--- src/verilog/amc_pkg.sv ---
// Package of offsets, field positions and reset values for the mode block
package amc_pkg;

    // ************************************************************
    // Types
    // ************************************************************
    typedef logic [7:0] amc_byte_type;
    typedef logic [9:0] amc_addr_type;

    // ************************************************************
    // Register offsets on the host I/O space
    // ************************************************************
    localparam amc_addr_type CONV_DISABLE_OFS    = 10'h404;
    localparam amc_addr_type BURST_MODE_OFS      = 10'h405;
    localparam amc_addr_type EXT_MODE_OFS        = 10'h406;
    localparam amc_addr_type STATUS_OFS          = 10'h407;

    // ************************************************************
    // Written codes and the data bit that carries them
    // ************************************************************
    localparam amc_byte_type LATCH_SET_CODE      = 8'h40;
    localparam amc_byte_type LATCH_CLEAR_CODE    = 8'h00;
    localparam int           LATCH_DATA_BIT      = 6;

    // ************************************************************
    // Status field positions
    // ************************************************************
    localparam int           STAT_CLK_SEL_BIT    = 0;
    localparam int           STAT_WAIT_BIT       = 1;
    localparam int           STAT_CONV_OK_BIT    = 4;
    localparam int           STAT_EXT_MODE_BIT   = 5;
    localparam int           STAT_BURST_BIT      = 6;

    // ************************************************************
    // Values after reset
    // ************************************************************
    localparam logic         CONV_DISABLE_RST    = 1'b0;
    localparam logic         EXT_MODE_RST        = 1'b0;
    localparam logic         BURST_RST           = 1'b0;
    localparam amc_byte_type STATUS_RST          = 8'h10;
    localparam amc_byte_type READ_IDLE_VALUE     = 8'h00;

    // ************************************************************
    // Synchroniser lanes for pin inputs
    // ************************************************************
    localparam int           PIN_COUNT           = 3;
    localparam int           PIN_CLK_SEL         = 0;
    localparam int           PIN_WAIT            = 1;
    localparam int           PIN_DMA_TC          = 2;
    localparam logic [2:0]   PIN_SYNC_RST        = 3'h0;

endpackage

--- src/verilog/amc_sync_if.sv ---
// Interface carrying pin levels into and out of the synchroniser
`timescale 1ns/1ps
interface amc_sync_if #(
    parameter int WIDTH = 1
);
    logic [WIDTH-1:0] raw;
    logic [WIDTH-1:0] synced;

    modport stage (input raw, output synced);
    modport user  (output raw, input synced);
endinterface

--- src/verilog/amc_acq_mode_ctrl.sv ---
// Acquisition mode latches, conversion gating and status register
// Summary of operation
// [RULE1] Write 40h sets conversion disable if extended
// [RULE2] Write 00h clears conversion disable latch
// [RULE3] Disable write ignored without extended mode
// [RULE4] Conversion disable clears at reset, write only
// [RULE5] Disabled latch blocks every conversion clock
// [RULE6] DMA terminal count sets disable latch; code does so only in extended mode with single-cycle DMA
// [RULE7] Host clears latch after terminal count
// [RULE8] Host sets latches at setup, clears to acquire
// [RULE9] Burst latch clears at reset, write only
// [RULE10] Burst enable refused without extended mode
// [RULE11] Write 40h enables burst, 00h disables
// [RULE12] Extended mode latch clears at reset
// [RULE13] Extended mode register write only, 40h/00h
// [RULE14] Status read only, 0001 00XX after reset
// [RULE15] Status bits 7,3,2 zero; layout fixed
// [RULE16] Bit 0 shows clock select switch
// [RULE17] Bit 1 shows wait state switch
// [RULE18] Bit 4 high while conversions permitted
// [RULE19] Bit 5 high while extended mode set
// [RULE20] Bit 6 high while burst enabled
// [RULE21] Latches take state from data bit 6
`timescale 1ns/1ps
module amc_acq_mode_ctrl (
    // Clock, reset and clock enable
    input  wire logic                  mclk,
    input  wire logic                  rstn,
    input  wire logic                  ce,
    // Host I/O bus, synchronous to mclk
    input  wire amc_pkg::amc_addr_type ioAddr,
    input  wire amc_pkg::amc_byte_type ioWrData,
    input  wire logic                  ioWr,
    input  wire logic                  ioRd,
    output amc_pkg::amc_byte_type      ioRdData,
    output logic                       ioRdHit,
    // Board switches and DMA terminal count pins
    input  wire logic                  clkSelSwitch,
    input  wire logic                  waitStateSwitch,
    input  wire logic                  dmaTermCount,
    // Acquisition logic on mclk
    input  wire logic                  singleCycleDma,
    input  wire logic                  convClockReq,
    output logic                       convStart,
    output logic                       dmaAllowed,
    output logic                       burstActive,
    output logic                       extendedMode
);

    // ************************************************************
    // Pin synchronisation
    // ************************************************************
    amc_sync_if #(.WIDTH(amc_pkg::PIN_COUNT)) pinBus ();

    assign pinBus.raw[amc_pkg::PIN_CLK_SEL] = clkSelSwitch;
    assign pinBus.raw[amc_pkg::PIN_WAIT]    = waitStateSwitch;
    assign pinBus.raw[amc_pkg::PIN_DMA_TC]  = dmaTermCount;

    amc_sync_stage #(
        .WIDTH (amc_pkg::PIN_COUNT)
    ) pinSync (
        .mclk (mclk),
        .rstn (rstn),
        .ce   (ce),
        .pins (pinBus.stage)
    );

    logic clock_select_switch_flag;
    logic wait_state_switch_flag;
    logic tcLevel;
    logic tcLevelDelayed;
    logic tcEdge;

    assign clock_select_switch_flag = pinBus.synced[amc_pkg::PIN_CLK_SEL];
    assign wait_state_switch_flag   = pinBus.synced[amc_pkg::PIN_WAIT];
    assign tcLevel                  = pinBus.synced[amc_pkg::PIN_DMA_TC];

    // Edge detect runs on the synchronised level, never on the first stage
    always_ff @(posedge mclk) begin
        if (!rstn) begin
            tcLevelDelayed <= 1'b0;
        end else if (ce) begin
            tcLevelDelayed <= tcLevel;
        end
    end

    assign tcEdge = tcLevel & ~tcLevelDelayed;

    // ************************************************************
    // Write decode
    // ************************************************************
    logic wrConv;
    logic wrBurst;
    logic wrExt;
    logic rdStatus;
    logic wrValue;

    assign wrConv   = ioWr && (ioAddr == amc_pkg::CONV_DISABLE_OFS);
    assign wrBurst  = ioWr && (ioAddr == amc_pkg::BURST_MODE_OFS);
    assign wrExt    = ioWr && (ioAddr == amc_pkg::EXT_MODE_OFS);
    assign rdStatus = ioRd && (ioAddr == amc_pkg::STATUS_OFS);
    // Only bit 6 matters, so 40h sets and 00h clears
    assign wrValue  = ioWrData[amc_pkg::LATCH_DATA_BIT];  // see [RULE21]

    // ************************************************************
    // Mode latches
    // ************************************************************
    logic convDisable;
    logic tcStop;

    // Terminal count only acts in extended mode with single-cycle DMA
    assign tcStop = tcEdge && extendedMode && singleCycleDma;  // see [RULE6]

    always_ff @(posedge mclk) begin
        if (!rstn) begin
            extendedMode <= amc_pkg::EXT_MODE_RST;  // see [RULE12]
        end else if (ce && wrExt) begin
            extendedMode <= wrValue;  // see [RULE13]
        end
    end

    // A terminal count in the same cycle as a clearing write wins
    always_ff @(posedge mclk) begin
        if (!rstn) begin
            convDisable <= amc_pkg::CONV_DISABLE_RST;  // see [RULE4]
        end else if (ce) begin
            if (tcStop) begin
                convDisable <= 1'b1;  // see [RULE6]
            end else if (wrConv && wrValue && extendedMode) begin
                convDisable <= 1'b1;  // see [RULE1] [RULE3]
            end else if (wrConv && !wrValue) begin
                convDisable <= 1'b0;  // see [RULE2] [RULE7]
            end
        end
    end

    always_ff @(posedge mclk) begin
        if (!rstn) begin
            burstActive <= amc_pkg::BURST_RST;  // see [RULE9]
        end else if (ce && wrBurst) begin
            if (!wrValue) begin
                burstActive <= 1'b0;  // see [RULE11]
            end else if (extendedMode) begin
                burstActive <= 1'b1;  // see [RULE10] [RULE11]
            end
        end
    end

    // ************************************************************
    // Conversion gating
    // ************************************************************
    // Combinational so a request is gated in the cycle the latch sets
    assign convStart  = ce && convClockReq && !convDisable;  // see [RULE5]
    assign dmaAllowed = !convDisable;  // see [RULE6]

    // ************************************************************
    // Status read
    // ************************************************************
    amc_pkg::amc_byte_type statusWord;

    always_comb begin
        statusWord = '0;  // see [RULE15]
        statusWord[amc_pkg::STAT_CLK_SEL_BIT] =
            clock_select_switch_flag;  // see [RULE16]
        statusWord[amc_pkg::STAT_WAIT_BIT] =
            wait_state_switch_flag;  // see [RULE17]
        statusWord[amc_pkg::STAT_CONV_OK_BIT] =
            !convDisable;  // see [RULE18]
        statusWord[amc_pkg::STAT_EXT_MODE_BIT] =
            extendedMode;  // see [RULE19]
        statusWord[amc_pkg::STAT_BURST_BIT] =
            burstActive;  // see [RULE20]
    end

    logic conversions_allowed_flag;
    logic extended_mode_flag;
    logic burst_enabled_flag;

    assign conversions_allowed_flag = statusWord[amc_pkg::STAT_CONV_OK_BIT];
    assign extended_mode_flag       = statusWord[amc_pkg::STAT_EXT_MODE_BIT];
    assign burst_enabled_flag       = statusWord[amc_pkg::STAT_BURST_BIT];

    // Write-only offsets never answer a read: ioRdHit stays low and the data reads 00h
    always_ff @(posedge mclk) begin
        if (!rstn) begin
            ioRdData <= amc_pkg::STATUS_RST;  // see [RULE14]
            ioRdHit  <= 1'b0;
        end else if (ce) begin
            ioRdHit  <= rdStatus;  // see [RULE4] [RULE14]
            if (rdStatus) begin
                ioRdData <= statusWord;  // see [RULE16] [RULE17]
            end else begin
                ioRdData <= amc_pkg::READ_IDLE_VALUE;
            end
        end
    end
endmodule

--- src/verilog/amc_sync_stage.sv ---
// Two flip-flop synchroniser for asynchronous pin levels
`timescale 1ns/1ps
module amc_sync_stage #(
    parameter int WIDTH = 1
) (
    // Clock and control
    input wire logic  mclk,
    input wire logic  rstn,
    input wire logic  ce,
    // Pin levels in, synchronised levels out
    amc_sync_if.stage pins
);

    // First stage feeds the second stage and nothing else
    logic [WIDTH-1:0] firstStage;

    always_ff @(posedge mclk) begin
        if (!rstn) begin
            firstStage  <= '0;
            pins.synced <= '0;
        end else if (ce) begin
            firstStage  <= pins.raw;
            pins.synced <= firstStage;
        end
    end

endmodule

--- config.mk ---
export PLATFORM = sky130hd
export DESIGN_NAME = amc_acq_mode_ctrl
export DESIGN_NICKNAME = d
export VERILOG_FILES = /design/src/verilog/amc_pkg.sv /design/src/verilog/amc_sync_if.sv /design/src/verilog/amc_acq_mode_ctrl.sv /design/src/verilog/amc_sync_stage.sv
export SDC_FILE = /design/constraint.sdc
export NUM_CORES = 1
export LEC_CHECK = 0
export BUFFER_PORTS_ARGS = -buffer_cell sky130_fd_sc_hd__buf_2
export CORE_MARGIN = 2
export CORE_UTILIZATION = 40
export CTS_BUF_LIST = sky130_fd_sc_hd__clkbuf_2
export DETAILED_ROUTE_END_ITERATION = 12
export GPL_ROUTABILITY_DRIVEN = 0
export PLACE_DENSITY_LB_ADDON = 0.2
export SYNTH_ARGS = -nofsm -noshare
export SYNTH_HDL_FRONTEND = slang
export SYNTH_SLANG_ARGS = --single-unit
--- constraint.sdc ---
create_clock -name mclk -period 1.3 [get_ports mclk]
set_input_delay 0.13 -clock mclk [delete_from_list [all_inputs] [get_ports mclk]]
set_output_delay 0.13 -clock mclk [all_outputs]
set_load 0.02 [all_outputs]
Word-level counts from Yosys, hierarchy flattened --
Index checks and enable logic that the tools add are counted.
Storage, ports and cells: flip-flop bits (word level) 19, input port bits 28, output and inout port bits 13, word-level logic and storage cells 39
Operators by class: eq/ne operators 5, multiplexer cells 6, bitwise gates (word level) 2, reductions and logical operators 18
Operators by type and width (number):
- equality test 10 x 3 -> 1 bit, second input constant | 4
- logical AND 1 bit | 13
- 2-to-1 mux 7 bit | 1
- 2-to-1 mux 1 bit | 5
- AND reduction 2 bit | 2
- nonzero test 3 bit | 1
- zero test 1 bit | 2
- != test 2 x 1 -> 1 bit, second input constant | 1
- AND 1 bit | 1
- inverter 1 bit | 1

Logic depth before layout (Yosys ltp) --
Gate-level depths: netlist of run 1.
depth after elaboration 6, mapped depth 5, gate-level depth less buffers 4

By module --
A second synthesis of run 1 with hierarchy kept.
Unflattened totals: cells, all modules 76, area, all modules 753.2 um^2
Modules (own cells, without submodules):
- amc_acq_mode_ctrl | times used 1, cells an instance 57, area an instance 524.3 um^2, seq. area each 200.2 um^2
- amc_sync_stage | times used 1, cells an instance 19, area an instance 229.0 um^2, seq. area each 120.1 um^2

Worst setup path before layout of run 1 --
OpenSTA, ideal clock, no wires.
path kind in2reg, from input ioAddr[9], to register burstActive, setup time 116 ps, arrival 1190 ps, data required time 1184 ps, slack -7 ps, stages 4, buffers on the path 0, cells stage by stage nor4b_4 -> nand4_2 -> or4b_1 -> o211a_1
On the way: cells in the longest elaborated chain, start to end 4
Ends and longest elaborated chain:
- start, declared | line amc_acq_mode_ctrl.sv:31 | input wire amc_pkg::amc_addr_type ioAddr,
- equality test 10 x 3 -> 1 bit | line amc_acq_mode_ctrl.sv:99 | assign wrBurst = ioWr && (ioAddr == amc_pkg::BURST_MODE_OFS);
- logical AND 1 bit | line amc_acq_mode_ctrl.sv:99
- logical AND 1 bit | line amc_acq_mode_ctrl.sv:140 | end else if (ce && wrBurst) begin
- AND reduction 2 bit (no line)
- end signal, assigned | line amc_acq_mode_ctrl.sv:139 | burstActive <= amc_pkg::BURST_RST;
- end, declared | line amc_acq_mode_ctrl.sv:46 | output logic burstActive,
No other way between the ends. A chain may end at the register's enable or synchronous reset.

Worst setup path in the final report of run 1 --
from register convDisable, to output convStart
On the way: cells in the longest elaborated chain, start to end 2
Ends and longest elaborated chain:
- start, declared | line amc_acq_mode_ctrl.sv:108 | logic convDisable;
- start signal, assigned | line amc_acq_mode_ctrl.sv:125 | convDisable <= amc_pkg::CONV_DISABLE_RST;
- zero test 1 bit | line amc_acq_mode_ctrl.sv:153 | assign convStart = ce && convClockReq && !convDisable;
- logical AND 1 bit | line amc_acq_mode_ctrl.sv:153
- end, declared | line amc_acq_mode_ctrl.sv:44 | output logic convStart,
No other way between the ends.

==> results of run 1 <==
[state kept, by name, indices dropped and copies added, names as in the netlist]
| signal | cells |
|---|---|
| tcLevelDelayed | 1 |
| ioRdHit | 1 |
| ioRdData | 5 |
| convDisable | 1 |
| pinSync.firstStage | 3 |
| pinSync.pins.synced | 3 |
| burstActive | 1 |
| extendedMode | 1 |
[synth_stat cells, drive strengths merged]
master,number
dfxtp,16
nor2b,9
mux2i,8
nand2,5
a22o,4
buf,4
nand3,3
nand4,3
clkbuf,2
inv,2
and2,1
and3,1
and3b,1
and4bb,1
conb,1
nand2b,1
nor2,1
nor3b,1
nor4,1
nor4b,1
o211a,1
o211ai,1
o22ai,1
o311ai,1
o31ai,1
or4b,1
[kinds of logic after synthesis]
family / synth area share (%)
AOI/OAI and AO/OA: 10.1
muxes: 10.8
other: 0.504
DFF: 43.0
buffers and inverters: 5.88
and+or+nand+nor: 29.7
[worst register-to-register path: stages (launching register included)]
cell and delay [ps]:
dfxtp_1 460, nand2_1 80, o31ai_1 210, nand2_1 90
o211ai_1 80
[placed cells by master (no fill, tap or decap), drive strengths merged]
cell	count
buf	34
dfxtp	16
nor2b	9
mux2i	8
nand2	5
a22o	4
nand3	3
conb	3
clkbuf	3
nand4	3
inv	2
and3	1
nor4	1
nor4b	1
nor3b	1
o31ai	1
o211ai	1
and4bb	1
or4b	1
o211a	1
o22ai	1
and2	1
nor2	1
nand2b	1
o311ai	1
and3b	1
[worst paths after layout]
| kind | cells after the start | endpoint | start |
|---|---|---|---|
| max | 3 | convStart | convDisable$_SDFFE_PN0P_ |
| min | 3 | pinSync.firstStage[1]$_SDFFE_PN0P_ | waitStateSwitch |
| max reg2reg | 4 | convDisable$_SDFFE_PN0P_ | extendedMode$_SDFFE_PN0P_ |
| min reg2reg | 1 | ioRdData[0]$_SDFFE_PN0P_ | ioRdData[0]$_SDFFE_PN0P_ |
[final cells by class]
class | count | area, um^2
Tap cell | 25 | 31.3
Fill cell | 169 | 803
Inverter | 2 | 7.51
Multi-Input combinational cell | 50 | 388
Sequential cell | 16 | 320
Clock buffer | 3 | 15.0
Timing Repair Buffer | 34 | 180
[power by group through the flow]
stage / clock network, mW / logic, mW / registers [mW]
6_report: 0.201 / 0.112 / 0.508
3_5_place_dp: 0 / 0.113 / 0.519
4_1_cts: 0.215 / 0.113 / 0.508
2_1_floorplan: 0 / 0.0626 / 0.520
5_1_grt: 0.243 / 0.123 / 0.510
3_3_place_gp: 0 / 0.110 / 0.518
[routing by layer]
layer / GRT usage, % / vias up
li1: - / 322
met1: 16.9 / 288
met2: 28.2 / 23
met3: 6.92 / 2
met4: 8.89 / 0
met5: 0 / -
==> flow_summary.toml, run 1 <==
[outcome]
outcome = "finished, final reports clean"

[placed_design]
place.port_buffers = 30
placed_cell_area_um2 = 927
place_ws_ps = -118
hpwl_mm = 1.12
place_inst = 127

[logic_synthesis]
yosys.cell_types.count = 29
synth-seq-cells = 16
synth_area_um2 = 744
syn_inst = 72
syn_area_per_cell_um2 = 10.3
synth.area.top_cells = "dfxtp_1 (43%), mux2i_1 (11%), nor2b_1 (7.6%)"
ys_warn_count = 0
ys_seq_area_share_pct = 43.0
synth_top_area_share_pct = 43.0
yosysTopAreaCell = "dfxtp_1"

[timing]
rsz0062_at_grt = "false"
period_needed_ps = 1170
worst_slack_ps = 130
finalHoldViolations = 0
maxSlewViolCount = 0
setup_violations = 0
fmax_mhz = 855
fin_tns_setup_ps = 0
min_period_over_period_pct = 90.0
holdWs_ps = 111
clock_skew_ps = 2.39

[critical_path]
slowest_stage = "dfxtp_1"
startpoint_type = "flop"
cpLargestDelayFamily = "flip-flops"
path_cells = "inv_1 -> and3_1 -> buf_2"
cp_slowest_stage_delay_ps = 400
crit_required_ps = 1170
cp_num_buf_inv = 2
cp_max_fo = 4
cp_data_arrival_time_ps = 1040
cp-end-kind = "output pin"
critPathKind = "flop to output pin"
reg2reg_slack_ps = 330

[die]
die_w_um = 47.1
num_rows = 15
start_util_pct = 42.7
core_um2 = 1750
ios = 41
die_y_um = 47.1
dieArea_um2 = 2220

[routing]
num_vias = 635
wirelength_mm = 1.47
dr_wl_met3_um = 91
routed_via_density = 4.88
highest_layer = "met4"
antenna_left = 0
wl_per_cell_um = 11.3
drc = 0
routed-wl-met2_um = 720
dr.pass1.iters = 4
dr.first_iter.drc_count = 14
m1WireLength_um = 636

[hold_path]
hold_class = "input pin to flop"

[pwr]
intPower_mw = 0.618
p_clk_share_pct = 24.5
p_switching_mw = 0.204
power_density_nw_per_um2 = 872
swShare_pct = 24.8
peakVddDrop_v = 0.000524
total_power_mw = 0.821
pwr-share-seq_pct = 61.8
cellLeakagePower_nw = 0.453
comb_power_share_pct = 13.7

[global_route]
overflow = 0
antenna_found_initial = 0
grt_use_total_pct = 16.4
grt_pass1_vias = 585
grt_max_degree = 17
grt_pass1_wl_mm = 2.42

[cts]
clk-insertion-delay-late_ps = 280
cts_resized = 0
clk_path_buf_depth = 2
cts_buffers = 3
htreeDepth = 1
cts_root_buf = "clkbuf_2"
holdBufCountCts = 0
postCtsSetupRepairBufs = 0
cts_tree = "done"
clk_pin_slew_worst_paths_ps = 130
cts.sink_count = 16

[finish]
layout.nets = 135
fin_area_um2 = 942
area_growth_pct = 26.6
n_antenna_cell = 0
fin_util_pct = 54.0
drive_gt1_share_pct = 39.0
stdcell_count = 130

[run]
max_cap_violations = 0
Note: power is estimated with default switching activity, not from simulation.
==> run 2, diff against run 1 <==
--- a/config.mk
+++ b/config.mk
@@ -7,7 +7,7 @@
 export LEC_CHECK = 0
 export BUFFER_PORTS_ARGS = -buffer_cell sky130_fd_sc_hd__buf_2
 export CORE_MARGIN = 2
-export CORE_UTILIZATION = 40
+export CORE_UTILIZATION = 32
 export CTS_BUF_LIST = sky130_fd_sc_hd__clkbuf_2
 export DETAILED_ROUTE_END_ITERATION = 12
 export GPL_ROUTABILITY_DRIVEN = 0
==> run 2 against run 1 <==
Count of clock-buffer cells in the layout did not move. Clock skew rose by 0.80 ps. Utilization fell by 11 points. Critical endpoint unchanged.
==> flow_summary.toml, run 2 (synthesis gave the netlist of run 1 again) <==
[outcome]
outcome = "finished, final reports clean"

[finish]
stdcell_count = 134
final_cell_mix = "buf_2 (30), dfxtp_1 (15), nor2b_1 (9), mux2i_1 (8), nand2_1 (5)"
drive_gt1_share_pct = 39.6
layout.nets = 135
largest_reg_flops = 5
mostFrequentLayoutCell = "buf_2"
regMostFlops = "ioRdData"
area_growth_pct = 27.7
n_antenna_cell = 0
fin_area_um2 = 951
reg_top3 = "ioRdData (5), pinSync.firstStage (3), pinSync.pins.synced (3)"

[global_route]
grt_pass1_wl_mm = 2.34
antenna_found_initial = 0
overflow = 0
grt_use_total_pct = 11.8
grt_pass1_vias = 557
grt_max_degree = 17

[pwr]
pwr-share-seq_pct = 61.1
comb_power_share_pct = 13.4
intPower_mw = 0.622
cellLeakagePower_nw = 0.455
peakVddDrop_v = 0.000701
p_clk_share_pct = 25.6
p_switching_mw = 0.210
total_power_mw = 0.832
swShare_pct = 25.3
power_density_nw_per_um2 = 875

[cts]
clk_path_buf_depth = 2
cts_tree = "done"
cts_buffers = 3
postCtsSetupRepairBufs = 0
holdBufCountCts = 0
cts.sink_count = 16
cts_resized = 0
clk_pin_slew_worst_paths_ps = 140
clk-insertion-delay-late_ps = 280
htreeDepth = 1
cts_root_buf = "clkbuf_2"

[hold_path]
hold_class = "input pin to flop"

[die]
die_w_um = 52.2
die_y_um = 52.2
start_util_pct = 33.7
num_rows = 17
ios = 41
core_um2 = 2210
dieArea_um2 = 2730

[timing]
clock_skew_ps = 3.19
maxSlewViolCount = 0
period_needed_ps = 1140
min_period_over_period_pct = 88.0
fmax_mhz = 875
worst_slack_ps = 157
rsz0062_at_grt = "false"
finalHoldViolations = 0
setup_violations = 0

[placed_design]
place_inst = 130
placed_cell_area_um2 = 931
place_ws_ps = -112
hpwl_mm = 1.13
place.port_buffers = 30

[critical_path]
cp-end-kind = "output pin"
crit_required_ps = 1170
startpoint_type = "flop"
cp_max_fo = 4
critPathKind = "flop to output pin"
cp_data_arrival_time_ps = 1010

[routing]
wirelength_mm = 1.42
drc = 0
dr.first_iter.drc_count = 15
wl_per_cell_um = 10.6
antenna_left = 0
routed_via_density = 4.63
dr.pass1.iters = 3
num_vias = 620

[run]
max_cap_violations = 0
run 2: changes by cell type in the layout (fill, tap and decap cells not counted):
cell,change
dfxtp_1,-1
dfxtp_2,+1
clkinv_1,+1
run 2: cell type report:
type                    count  area, um^2
clock buffers               3        15.0
clock inverters             1        3.75
fillers                   226        1260
inverters                   2        7.51
multi-input cells          50         388
flip-flops and latches     16         322
well taps                  28        35.0
repair buffers             34         180
run 2: stage by stage:
step                hold WS [ps]  utilization, %  setup TNS, ps
CTS                         85.2            42.9              0
detailed placement           395            42.1           -157
finish                      93.3            43.0              0
global route                84.1            43.0              0
global placement             388            42.1           -122
floorplan                    258               -          -6.75
run 2: layer usage:
layer / up-vias / share of wire [%] / GRT usage, %
met3: 2 / 7.3 / 6.00
met4: 0 / 0.56 / 2.56
li1: 324 / - / -
met1: 276 / 43 / 12.9
met5: - / 0 / 0
met2: 18 / 49 / 20.5
run 2: path summary, 6_finish.rpt:
kind	cells after the start	slack, ps	end	from
worst min register to register	1	490	ioRdData[5]$_SDFFE_PN0P_	ioRdData[5]$_SDFFE_PN0P_
worst max register to register	4	340	convDisable$_SDFFE_PN0P_	extendedMode$_SDFFE_PN0P_
worst min-delay path	3	90	pinSync.firstStage[0]$_SDFFE_PN0P_	clkSelSwitch
worst max-delay path	3	160	convStart	convDisable$_SDFFE_PN0P_
run 2: power groups by stage:
stage / clock (mW) / combinational [mW] / sequential (mW)
4_1_cts: 0.228 / 0.113 / 0.508
3_3_place_gp: 0 / 0.111 / 0.519
3_5_place_dp: 0 / 0.112 / 0.519
2_1_floorplan: 0 / 0.0626 / 0.520
6_report: 0.213 / 0.111 / 0.508
5_1_grt: 0.250 / 0.122 / 0.510
run 2: worst max-delay path, cell delays in order, from the launching register on:
cell	delay (ps)
dfxtp_2	380
inv_1	50
and3_1	150
buf_2	150
